$ cat src/design/fcd_defs.svh
`ifndef FCD_DEFS_SVH
`define FCD_DEFS_SVH
// Byte offsets inside one channel window; channel n sits at n * stride
`define FCD_OFF_SIDE_A 5'h00
`define FCD_OFF_SIDE_B 5'h08
`define FCD_OFF_BLEN 5'h10
`define FCD_OFF_CTRL 5'h1c
`define FCD_OFF_STAT 5'h1e
`define FCD_CH_STRIDE 7'h20
// Control field positions
`define FCD_C_EN 0
`define FCD_C_SWREQ 1
`define FCD_C_HWEN 2
`define FCD_C_DIR 3
`define FCD_C_SIZE16 4
`define FCD_C_INDIRECT 5
`define FCD_C_CONT 6
`define FCD_C_TC_IE 7
`define FCD_C_OV_IE 8
`define FCD_C_ADJ_A 9
`define FCD_C_ADJ_B 10
`define FCD_C_STEP_A 11
`define FCD_C_STEP_B 13
// Status field positions
`define FCD_S_TERM 0
`define FCD_S_OVER 1
`define FCD_S_ACTIVE 2
// Reset values
`define FCD_CTRL_RST 16'h0000
`define FCD_ADDR_RST 24'h000000
`define FCD_BLEN_RST 16'h0000
`endif

$ cat src/design/fcd_unused_placeholder_none.sv
`default_nettype none
`default_nettype wire

$ cat src/design/fcd_pkg.sv
`default_nettype none
package fcd_pkg;
  typedef enum logic [5:0] {
    FCD_IDLE = 6'h01,
    FCD_BUSREQ = 6'h02,
    FCD_ARB = 6'h04,
    FCD_CYC_A = 6'h08,
    FCD_CYC_B = 6'h10,
    FCD_RELEASE = 6'h20
  } fcd_state_e;
  typedef logic [23:0] fcd_addr_t;
endpackage : fcd_pkg
`default_nettype wire

$ cat src/design/fcd_dma.sv
// Operation
// - Requests come only from on-chip peripheral lines or software bits.
// - Bus mastership is won before any transfer cycle runs.
// - Priority resolved one clock before first bus clock; channel 0 highest.
// - Peripheral acknowledge asserted during the cycle accessing that peripheral.
// - On block end update status, interrupt if enabled, then release the bus.
// - Continuous policy with request still active runs another cycle on the bus.
// - Next request sampled as acknowledge drops, then every rising edge.
// - Four identical channels 0 to 3, each with its register set.
// - Direct mode moves each item in one bus cycle without capturing data.
// - Intermittent releases bus each cycle; continuous keeps it until block end.
// - Direct rate up to one item per three clocks, or one per clock.
// - Direct mode uses side A address; direction picks read or write.
// - Size select bit chooses 8 or 16 bit items.
// - Block length counter decrements by one per item.
// - Address counters step only when their adjust enable is set.
// - Indirect mode reads into holding register, then writes next cycle.
// - Indirect rate up to one item per five clocks, or per two.
// - Indirect direction 0 reads side A, writes side B; else reversed.
// - Count reaching zero stops channel, sets both flags, clears active, interrupts.
// - Debug freeze suspends all transfer activity until it drops.
// - Software request bit set means an active request for that channel.
//
// Implementation choices: the address map and the address-and-strobe port.
`include "fcd_defs.svh"
`default_nettype none
module fcd_dma #(
  parameter int NUM_CH = 4
) (
  input wire logic ref_clk,
  input wire logic srst,
  input wire logic [6:0] reg_addr,
  input wire logic [31:0] reg_wdata,
  input wire logic reg_wr,
  input wire logic reg_rd,
  output logic [31:0] reg_rdata,
  input wire logic [3:0] periph_req,
  output logic [3:0] periph_ack,
  input wire logic freeze,
  output logic bus_req,
  input wire logic bus_grant,
  output logic [23:0] bus_addr,
  output logic bus_rd,
  output logic bus_wr,
  output logic bus_size16,
  output logic [15:0] bus_wdata,
  input wire logic [15:0] bus_rdata,
  output logic [3:0] chan_irq
);
  fcd_pkg::fcd_state_e state_reg, state_next;
  logic [1:0] cur_ch_reg, ch_next;
  logic [15:0] channel_control_reg [NUM_CH];
  fcd_pkg::fcd_addr_t side_a_address_counter [NUM_CH];
  fcd_pkg::fcd_addr_t side_b_address_counter [NUM_CH];
  logic [15:0] block_length_counter [NUM_CH];
  logic [NUM_CH-1:0] terminal_count_flag_reg, overrun_flag_reg, channel_active_flag_reg;
  logic [NUM_CH-1:0] req_vec;
  logic [1:0] prio_ch;
  logic [15:0] cur_ctrl, nctrl;
  logic [15:0] blen_cur;
  fcd_pkg::fcd_addr_t a_cur, a_upd, b_upd, a_use, b_use;
  logic cur_ind, last_item, item_done, term, cont_go;
  logic cyc_a, cyc_b, side_a_cyc, strobe_live, live_next;
  logic [1:0] wch;
  logic [4:0] woff;

  function automatic fcd_pkg::fcd_addr_t fcd_step(
    input fcd_pkg::fcd_addr_t a,
    input logic en,
    input logic [1:0] f
  );
    fcd_pkg::fcd_addr_t mag;
    mag = f[0] ? 24'h000002 : 24'h000001;
    if (!en)
      return a;
    return f[1] ? a - mag : a + mag;
  endfunction : fcd_step

  assign wch = reg_addr[6:5];
  assign woff = reg_addr[4:0];
  assign cur_ctrl = channel_control_reg[cur_ch_reg];
  assign blen_cur = block_length_counter[cur_ch_reg];
  assign a_cur = side_a_address_counter[cur_ch_reg];
  assign cur_ind = cur_ctrl[`FCD_C_INDIRECT];
  assign last_item = blen_cur == 16'h0001;
  // A cycle cut by the halt still showed its strobe but is not counted, so it is reissued
  assign strobe_live = bus_rd || bus_wr;

  always_comb
  begin
    for (int n = 0; n < NUM_CH; n++)
      req_vec[n] = channel_control_reg[n][`FCD_C_EN] && (block_length_counter[n] != 16'h0000) &&
        (channel_control_reg[n][`FCD_C_SWREQ] ||
        (channel_control_reg[n][`FCD_C_HWEN] && periph_req[n]));
  end

  always_comb
  begin
    prio_ch = 2'h0;
    for (int n = NUM_CH - 1; n >= 0; n--)
      if (req_vec[n])
        prio_ch = 2'(n);
  end

  assign a_upd = fcd_step(a_cur, cur_ctrl[`FCD_C_ADJ_A], cur_ctrl[`FCD_C_STEP_A +: 2]);
  assign b_upd = cur_ind ? fcd_step(side_b_address_counter[cur_ch_reg], cur_ctrl[`FCD_C_ADJ_B],
    cur_ctrl[`FCD_C_STEP_B +: 2]) : side_b_address_counter[cur_ch_reg];

  assign item_done = !freeze && strobe_live && ((state_reg == fcd_pkg::FCD_CYC_A && !cur_ind) ||
    state_reg == fcd_pkg::FCD_CYC_B);
  assign term = item_done && last_item;
  // request resampled as this cycle ends
  assign cont_go = cur_ctrl[`FCD_C_CONT] && req_vec[cur_ch_reg];

  always_comb
  begin
    state_next = state_reg;
    ch_next = cur_ch_reg;
    if (!freeze)
    begin
      unique case (state_reg)
        fcd_pkg::FCD_IDLE:
          if (|req_vec)
            state_next = fcd_pkg::FCD_BUSREQ;
        fcd_pkg::FCD_BUSREQ:
          if (bus_grant)
            state_next = fcd_pkg::FCD_ARB;
        // resolve one clock before first bus clock
        fcd_pkg::FCD_ARB:
          if (|req_vec)
          begin
            ch_next = prio_ch;
            state_next = fcd_pkg::FCD_CYC_A;
          end
          else
            state_next = fcd_pkg::FCD_RELEASE;
        // direct done here, indirect goes on to write
        fcd_pkg::FCD_CYC_A:
          if (strobe_live && cur_ind)
            state_next = fcd_pkg::FCD_CYC_B;
          else if (strobe_live && (term || !cont_go))
            state_next = fcd_pkg::FCD_RELEASE;
        fcd_pkg::FCD_CYC_B:
          if (strobe_live)
            state_next = (term || !cont_go) ? fcd_pkg::FCD_RELEASE : fcd_pkg::FCD_CYC_A;
        fcd_pkg::FCD_RELEASE:
          state_next = fcd_pkg::FCD_IDLE;
        default:
          state_next = fcd_pkg::FCD_IDLE;
      endcase
    end
  end

  // Next cycle uses stepped counters when an item just completed
  assign nctrl = channel_control_reg[ch_next];
  assign a_use = item_done ? a_upd : side_a_address_counter[ch_next];
  assign b_use = item_done ? b_upd : side_b_address_counter[ch_next];
  assign cyc_a = state_next == fcd_pkg::FCD_CYC_A;
  assign cyc_b = state_next == fcd_pkg::FCD_CYC_B;
  assign side_a_cyc = cyc_a ? !(nctrl[`FCD_C_INDIRECT] && nctrl[`FCD_C_DIR]) :
    (cyc_b && nctrl[`FCD_C_DIR]);
  assign live_next = !freeze && (cyc_a || cyc_b);

  always_ff @(posedge ref_clk)
  begin
    if (srst)
    begin
      state_reg <= fcd_pkg::FCD_IDLE;
      cur_ch_reg <= 2'h0;
    end
    else
    begin
      state_reg <= state_next;
      cur_ch_reg <= ch_next;
    end
  end

  // Bus outputs registered from next state so they align with the state
  always_ff @(posedge ref_clk)
  begin
    if (srst)
    begin
      bus_req <= 1'b0;
      bus_addr <= `FCD_ADDR_RST;
      bus_rd <= 1'b0;
      bus_wr <= 1'b0;
      bus_size16 <= 1'b0;
      periph_ack <= 4'h0;
    end
    else
    begin
      // request held from the bus request state until release
      bus_req <= state_next != fcd_pkg::FCD_IDLE && state_next != fcd_pkg::FCD_RELEASE;
      bus_addr <= live_next ? (side_a_cyc ? a_use : b_use) : `FCD_ADDR_RST;
      bus_rd <= !freeze && cyc_a && (nctrl[`FCD_C_INDIRECT] || !nctrl[`FCD_C_DIR]);
      bus_wr <= !freeze && (cyc_b || (cyc_a && !nctrl[`FCD_C_INDIRECT] && nctrl[`FCD_C_DIR]));
      bus_size16 <= live_next && nctrl[`FCD_C_SIZE16];
      // acknowledge only in the side A cycle of a hardware request
      periph_ack <= (!freeze && side_a_cyc && nctrl[`FCD_C_HWEN] && !nctrl[`FCD_C_SWREQ]) ?
        4'(1 << ch_next) : 4'h0;
    end
  end

  // holding register doubles as write data; direct mode never captures
  always_ff @(posedge ref_clk)
  begin
    if (srst)
      bus_wdata <= 16'h0000;
    else if (!freeze && state_reg == fcd_pkg::FCD_CYC_A && cur_ind && bus_rd)
      bus_wdata <= cur_ctrl[`FCD_C_SIZE16] ? bus_rdata : {8'h00, bus_rdata[7:0]};
  end

  // per-channel registers; hardware update wins over a same-cycle write
  always_ff @(posedge ref_clk)
  begin
    for (int n = 0; n < NUM_CH; n++)
    begin
      if (srst)
      begin
        channel_control_reg[n] <= `FCD_CTRL_RST;
        side_a_address_counter[n] <= `FCD_ADDR_RST;
        side_b_address_counter[n] <= `FCD_ADDR_RST;
        block_length_counter[n] <= `FCD_BLEN_RST;
      end
      else
      begin
        if (reg_wr && wch == 2'(n))
        begin
          unique case (woff)
            `FCD_OFF_SIDE_A: side_a_address_counter[n] <= reg_wdata[23:0];
            `FCD_OFF_SIDE_B: side_b_address_counter[n] <= reg_wdata[23:0];
            `FCD_OFF_BLEN: block_length_counter[n] <= reg_wdata[15:0];
            `FCD_OFF_CTRL: channel_control_reg[n] <= reg_wdata[15:0];
            default: ;
          endcase
        end
        if (item_done && cur_ch_reg == 2'(n))
        begin
          side_a_address_counter[n] <= a_upd;
          side_b_address_counter[n] <= b_upd;
          block_length_counter[n] <= blen_cur - 16'h0001;
        end
        if (term && cur_ch_reg == 2'(n))
          channel_control_reg[n][`FCD_C_EN] <= 1'b0;
      end
    end
  end

  // Status: write one to clear, hardware set wins
  always_ff @(posedge ref_clk)
  begin
    for (int n = 0; n < NUM_CH; n++)
    begin
      if (srst)
      begin
        terminal_count_flag_reg[n] <= 1'b0;
        overrun_flag_reg[n] <= 1'b0;
        channel_active_flag_reg[n] <= 1'b0;
      end
      else
      begin
        if (reg_wr && wch == 2'(n) && woff == `FCD_OFF_STAT)
        begin
          if (reg_wdata[`FCD_S_TERM])
            terminal_count_flag_reg[n] <= 1'b0;
          if (reg_wdata[`FCD_S_OVER])
            overrun_flag_reg[n] <= 1'b0;
        end
        if (!freeze && state_reg == fcd_pkg::FCD_ARB && |req_vec && prio_ch == 2'(n))
          channel_active_flag_reg[n] <= 1'b1;
        if (term && cur_ch_reg == 2'(n))
        begin
          terminal_count_flag_reg[n] <= 1'b1;
          overrun_flag_reg[n] <= 1'b1;
          channel_active_flag_reg[n] <= 1'b0;
        end
      end
    end
  end

  // interrupt when either flag is set together with its enable
  always_ff @(posedge ref_clk)
  begin
    for (int n = 0; n < NUM_CH; n++)
    begin
      if (srst)
        chan_irq[n] <= 1'b0;
      else
        chan_irq[n] <= (terminal_count_flag_reg[n] && channel_control_reg[n][`FCD_C_TC_IE]) ||
          (overrun_flag_reg[n] && channel_control_reg[n][`FCD_C_OV_IE]);
    end
  end

  // Read data valid only in the cycle after the strobe
  always_ff @(posedge ref_clk)
  begin
    if (srst || !reg_rd)
      reg_rdata <= 32'h00000000;
    else
    begin
      unique case (woff)
        `FCD_OFF_SIDE_A: reg_rdata <= {8'h00, side_a_address_counter[wch]};
        `FCD_OFF_SIDE_B: reg_rdata <= {8'h00, side_b_address_counter[wch]};
        `FCD_OFF_BLEN: reg_rdata <= {16'h0000, block_length_counter[wch]};
        `FCD_OFF_CTRL: reg_rdata <= {16'h0000, channel_control_reg[wch]};
        `FCD_OFF_STAT: reg_rdata <= {29'h00000000, channel_active_flag_reg[wch],
          overrun_flag_reg[wch], terminal_count_flag_reg[wch]};
        default: reg_rdata <= 32'h00000000;
      endcase
    end
  end
endmodule : fcd_dma
`default_nettype wire

$ cat config.mk
export PLATFORM = sky130hd
export DESIGN_NAME = fcd_dma
export DESIGN_NICKNAME = d
export VERILOG_FILES = /design/src/design/fcd_unused_placeholder_none.sv /design/src/design/fcd_pkg.sv /design/src/design/fcd_dma.sv
export VERILOG_INCLUDE_DIRS = /design/src /design/src/design
export SDC_FILE = /design/constraint.sdc
export NUM_CORES = 1
export LEC_CHECK = 0
export BUFFER_PORTS_ARGS = -buffer_cell sky130_fd_sc_hd__buf_2
export CORE_MARGIN = 3
export CORE_UTILIZATION = 44
export DETAILED_ROUTE_END_ITERATION = 8
export PLACE_DENSITY = 0.6
export SYNTH_ARGS = -nofsm -noshare
export SYNTH_HDL_FRONTEND = slang
export SYNTH_SLANG_ARGS = --single-unit
export TNS_END_PERCENT = 50
$ cat constraint.sdc
create_clock -name ref_clk -period 5.9 [get_ports ref_clk]
set_input_delay 0.295 -clock ref_clk [delete_from_list [all_inputs] [get_ports ref_clk]]
set_output_delay 0.295 -clock ref_clk [all_outputs]
set_load 0.005 [all_outputs]
## Yosys cells after proc, flatten, opt, wreduce, memory -nomap -nowiden

Memories as Yosys holds them, arrays and structs flattened. A register that Yosys moved wholly into a read port is not among the register bits.
Cells that the tools add are included.

- Bits in registers: 104
- Latch bits: 0
- Memory bits (writable): 320
- ROM bits: 0
- Input port bits: 65
- Output and inout bits: 84
- Logic and storage cells: 384
- Memories kept: 4

- $add $sub $neg: 5
- $mul: 0
- Div/mod/pow operators: 0
- Magnitude comparators: 2
- Equality and inequality tests: 23
- Shifts and indexed selects: 1
- Mux-type cells: 169
- Bitwise gates (word level): 34
- Reduce and logical (&&, ||, !) cells: 123

Memories:

| memory | words | width | rd ports | clocked after memory_dff | wr ports | RTL line | RTL |
|---|---|---|---|---|---|---|---|
| side_a_address_counter | 4 | 24 | 3 | 1 | 4 | fcd_dma.sv:53 | `fcd_pkg::fcd_addr_t side_a_address_counter [NUM_CH];` |
| side_b_address_counter | 4 | 24 | 3 | 1 | 4 | fcd_dma.sv:54 | `fcd_pkg::fcd_addr_t side_b_address_counter [NUM_CH];` |
| block_length_counter | 4 | 16 | 6 | 1 | 4 | fcd_dma.sv:55 | `logic [15:0] block_length_counter [NUM_CH];` |
| channel_control_reg | 4 | 16 | 7 | 1 | 4 | fcd_dma.sv:52 | `logic [15:0] channel_control_reg [NUM_CH];` |

Operator list:

| kind | count |
|---|---|
| two-way mux 24 bit | 24 |
| two-way mux 16 bit | 13 |
| one-hot mux 24 bit (5 select lines) | 1 |
| two-way mux 1 bit | 105 |
| logical AND 1 bit | 65 |
| nonzero test 16 bit | 4 |
| adder 24 x 2 -> 24 bit | 2 |
| two-way mux 6 bit | 8 |
| subtractor 24 x 2 -> 24 bit | 2 |
| OR 1 bit | 32 |
| one-hot mux 6 bit (5 select lines) | 1 |
| two-way mux 2 bit | 13 |
| nonzero test 2 bit | 12 |
| == test 16 x 1 -> 1 bit, second input constant | 1 |
| AND reduction 2 bit | 8 |
| subtractor 16 x 1 -> 16 bit, second input constant | 1 |
| == test 5 bit, second input constant | 3 |
| logical OR 1 bit | 15 |
| == test 2 bit, second input constant | 6 |
| == test 6 x 4 -> 1 bit, second input constant | 2 |
| == test 6 x 5 -> 1 bit, second input constant | 2 |
| OR reduction 2 bit | 6 |
| binary-select mux 1 bit (select 2 bit) | 4 |
| logical NOT 1 bit | 8 |
| other kinds (13) | 19 |

## Depth between registers and ports, before layout

An unclocked memory read counts as a cell.

- Depth in word-level cells: 22
- Mapped depth: 22
- Gate-level depth less buffers: 16

## Worst setup path before layout

OpenSTA, ideal clock, no wires.

- Kind: flip-flop to flip-flop
- Start point: reg cur_ch_reg[0]
- End point: mem side_b_address_counter[0][23] (netlist bit), data pin
- Library setup time: 256 ps
- Arrival: 5340 ps
- Data required time: 5644 ps
- Path slack: 303 ps
- Stages on the path, launching flop included: 22
- Buffers on the path: 6
- Clock period less this slack: 5597 ps
- Cell sequence: dfxtp_1 -> buf_1 -> clkbuf_1 -> buf_2 -> buf_2 -> buf_2 -> buf_2 -> mux4_2 -> inv_1 -> nand2_1 -> inv_1 -> ha_1 -> nor2b_1 -> o31ai_1 -> a21oi_1 -> o211ai_1 -> o211ai_1 -> a2111oi_0 -> nor2_1 -> o211a_1 -> or3_1 -> a22o_1

RTL lines:

| element | RTL line | RTL |
|---|---|---|
| start, declared | fcd_dma.sv:51 | `logic [1:0] cur_ch_reg, ch_next;` |
| start signal, assigned | fcd_dma.sv:174 | `cur_ch_reg <= ch_next;` |
| end, declared | fcd_dma.sv:54 |  |

## Worst setup path in the final report

- Start point: reg cur_ch_reg[0]
- End point: reg bus_addr[22]

- Cells in the longest elaborated chain, start to end: 15
- Elaborated cells on any way between the ends: 31
- Classes of those cells: eq/ne (2); mux (15); bitwise (1); reduce/logical (10); memory (3)

Ends and longest elaborated chain:

| element | RTL line | RTL |
|---|---|---|
| binary-select mux 1 bit (select 2 bit) | fcd_dma.sv:113 | `` assign cont_go = cur_ctrl[`FCD_C_CONT] && req_vec[cur_ch_reg]; `` |
| two-way mux 1 bit (implied by the code) | fcd_dma.sv:113 |  |
| logical AND 1 bit | fcd_dma.sv:113 |  |
| logical NOT 1 bit | fcd_dma.sv:141, fcd_dma.sv:145 |  |
| logical OR 1 bit | fcd_dma.sv:141, fcd_dma.sv:145 |  |
| logical AND 1 bit | fcd_dma.sv:141 | `else if (strobe_live && (term \|\| !cont_go))` |
| two-way mux 6 bit | fcd_dma.sv:141 |  |
| two-way mux 6 bit | fcd_dma.sv:139 | `if (strobe_live && cur_ind)` |
| one-hot mux 6 bit (5 select lines) | fcd_dma.sv:121 | `unique case (state_reg)` |
| two-way mux 6 bit | fcd_dma.sv:119 | `if (!freeze)` |
| == test 6 x 4 -> 1 bit or == test 6 x 5 -> 1 bit (tied branches) | fcd_dma.sv:158, fcd_dma.sv:159 |  |
| logical OR 1 bit | fcd_dma.sv:162 | `assign live_next = !freeze && (cyc_a \|\| cyc_b);` |
| logical AND 1 bit | fcd_dma.sv:162 |  |
| inverter 1 bit (no source line) | -- |  |
| OR reduction 2 bit (no source line) | -- |  |
| end signal, assigned | fcd_dma.sv:184 | `` bus_addr <= `FCD_ADDR_RST; `` |
| end signal, assigned | fcd_dma.sv:194 | `` bus_addr <= live_next ? (side_a_cyc ? a_use : b_use) : `FCD_ADDR_RST; `` |
| end, declared | fcd_dma.sv:42 | `output logic [23:0] bus_addr,` |

Several ways; a longest one is shown, not always the timed one. The select of a mux whose other input is x is not followed.
A chain may end at the register's enable or synchronous reset.

==> impl_metrics.yaml <==
finish:
  fin_nets: 2705
  final_layout_size_suffix_gt1_share_pct: 18.4
  fillers: 5224
  reg_top3: "side_a_address_counter (96), side_b_address_counter (96)"
  postLayoutCellArea_um2: 29300
  area_delta_synth_final_pct: 12.5
setup_path:
  startpoint_type: "flop"
  cp_slowest_cell: "dfxtp_4"
  critPathRequiredTime_ns: 6.41
  cpPeakStageDelay_ns: 0.67
  crit_arrival_ns: 5.61
  path_max_fanout: 29
  cp-end-kind: "flop"
  cp_cell_sequence: "buf_4, mux4_2, ha_1, nor2b_1, o31a_1, o311ai_0, nand3_1, nand4_1, a31oi_1, a21oi_1, xnor2_1, mux2i_1, mux2_1, a211oi_1"
  path_class: "reg -> reg"
synthesis:
  synth_cells: 2525
  yosysSeqAreaShare_pct: 44.2
  ys_ff_latch: 416
  netlist-cell-type-count: 77
  synth_common_cells: "nand2_1 (378), edfxtp_1 (320), o21ai_0 (275)"
  yosys_most_used_dff: "edfxtp_1"
  synth_area_leaders: "edfxtp_1 (37%), mux4_2 (13%), dfxtp_1 (7.4%)"
  synth_area_um2: 26100
  synth_most_common_cell: "nand2_1"
  syn_area_per_cell_um2: 10.3
  yosysWarnings: 0
  synth_edf_count: 320
  async_flop_share_pct: 0
  synth_top_area_share_pct: 36.9
  yosysTopAreaCell: "edfxtp_1"
run:
  drv_cap: 0
cts:
  cts_tree: "built"
  cts-buffers-inserted: 48
  h-tree-depth: 2
  clockBufferDepth: 3
  cts_resized: 0
  cts_setup_buffers: 0
  cts_sinks: 416
  cts.root.buffer_cell: "clkbuf_16"
  insertion_delay_ns: 0.62
  clk_pin_slew_ns: 0.06
detailed_routing:
  post-route-drc-count: 0
  vias: 22103
  wirelength_um: 94700
  wl_per_cell_um: 27.8
  drt_iter0_markers: 3070
  detail-route-antenna-nets: 0
  first_pass_iters: 6
  viasPerCell: 6.50
sta:
  post-route-period-util_pct: 86.4
  period_needed_ns: 5.10
  slew_headroom_pct: 12.0
  fmax_mhz: 196
  rsz0062_at_grt: "no"
  drv_slew: 0
  worst_pin_slew_ns: 1.31
  hold_viol: 0
  setup_tns_ns: 0
  finalSetupViolCount: 0
  finClkSkew_ns: 0.0343
die:
  placementRows: 88
  start_util_pct: 44.8
  fp.dieW_um: 249
  core_um2: 58100
  die_area_um2: 62200
  die_height_um: 249
  ios: 149
power:
  p_leak_nw: 9.97
  peakVddDrop_mv: 0.193
  p_per_area_nw_per_um2: 254
grt:
  grt_util_all_layers_pct: 29.7
  antenna_found_initial: 5
  grt_overflow: 0
  grt_pass1_wl_um: 139000
  grt_max_degree: 77
  grt_pass1_vias: 21138
run_status:
  outcome: "complete, no violations"
min_path:
  hold_path_class: "in -> reg"
placed_design:
  place_area_um2: 27500
  hpwl_um: 63300
  port-buffer-count: 132
  gp_congestion: 0.946
-- report_power, final --
group          total [mW]  internal (mW)  leakage (nW)  switching (mW)
Combinational       0.994          0.372          5.35           0.622
Clock                3.09           1.79         0.801            1.30
Sequential           3.37           3.28          3.82          0.0962
Total                7.46           5.44          9.97            2.02
-- layer usage --
layer	up-vias	part of all wire (%)	wire length, um	track usage (%)
li1	9708	-	-	-
met1	10903	39	36900	40.5
met2	1329	46	43900	47.0
met3	161	11	10600	6.54
met4	2	3.3	3170	10.1
met5	-	0.014	13	0
-- worst max-delay path, delay by kind of cell, from the launching register on --
family | cells | cell delay (ns)
mux | 3 | 1.19
buf+inv | 1 | 0.47
compound gates | 5 | 1.44
fa+ha+maj | 1 | 0.37
simple gates | 3 | 0.66
xor+xnor | 1 | 0.15
flops | 1 | 0.67
-- cell families (layout without fill, tap and decap cells) --
| family | after synthesis | after routing | synth area share (%) |
|---|---|---|---|
| other | 1 | 16 | 0.0144 |
| XOR/XNOR | 47 | 47 | 1.58 |
| adder cells (fa/ha/maj) | 50 | 50 | 2.46 |
| flip-flops | 416 | 416 | 44.2 |
| multiplexers | 224 | 224 | 16.0 |
| AND/OR/NAND/NOR | 918 | 918 | 16.9 |
| AO/OA/AOI/OAI | 637 | 637 | 15.1 |
| buffers and inverters | 232 | 330 | 3.67 |
-- through the flow --
step                setup WS (ns)  power, mW  util [%]  cells  hold WS (ns)
finish                      0.802       7.46      50.5   3403        0.0374
global route                0.526       7.68      50.4   3397        0.0587
CTS                         0.785       7.45      50.4   3395        0.0149
detailed placement          0.833       4.39      47.3   3289         0.445
global placement            0.913       4.37      47.3   3289         0.437
floorplan                   0.304       4.03         -   2532         0.431
-- layout make-up --
cell class | instances | area [um^2] | share of cell area, %
clock inverters | 24 | 260 | 0.887
inverters | 24 | 90.1 | 0.307
multi-input cells | 1884 | 13700 | 46.9
repair buffers | 216 | 1340 | 4.57
diodes | 8 | 20.0 | 0.0682
well taps | 765 | 957 | 3.26
clock buffers | 66 | 1380 | 4.71
flip-flops and latches | 416 | 11500 | 39.3
-- path summary, 6_finish.rpt --
kind	from	endpoint	slack (ns)	cells past startpoint
worst max register to register	cur_ch_reg[0]	bus_addr[22]	0.80	14
worst min register to register	bus_wdata[13]	bus_wdata[13]	0.45	2
worst max-delay path	cur_ch_reg[0]	bus_addr[22]	0.80	14
worst min-delay path	bus_grant	state_reg[2]	0.04	3
-- placed cells by master, fill, tap and decap left out, drive strengths merged, types with 13 or more instances in the layout --
cell type	synthesis	routed
xor2	19	19
and2	117	117
or3	49	49
a22oi	18	18
a31oi	33	33
a221oi	15	15
a21oi	97	97
dlygate4sd3	0	16
dfxtp	96	96
edfxtp	320	320
a22o	21	21
o21a	13	13
ha	48	48
nand3	102	102
a311oi	47	47
inv	24	28
buf	57	200
a211oi	60	60
mux2i	62	62
nor3	25	25
xnor2	28	28
o21ai	277	277
nor2	121	121
clkinv	0	15
a21o	16	16
nor2b	21	21
nand2b	20	20
nand2	378	378
clkbuf	151	66
nor4	26	26
mux4	154	154
-- what timing repair did --
action                                 in CTS  in global routing
endpoints found under the hold margin      16                  0
setup endpoints to repair                   0                  0
hold buffers                               16                  0
(Power assumes the default switching activity.)
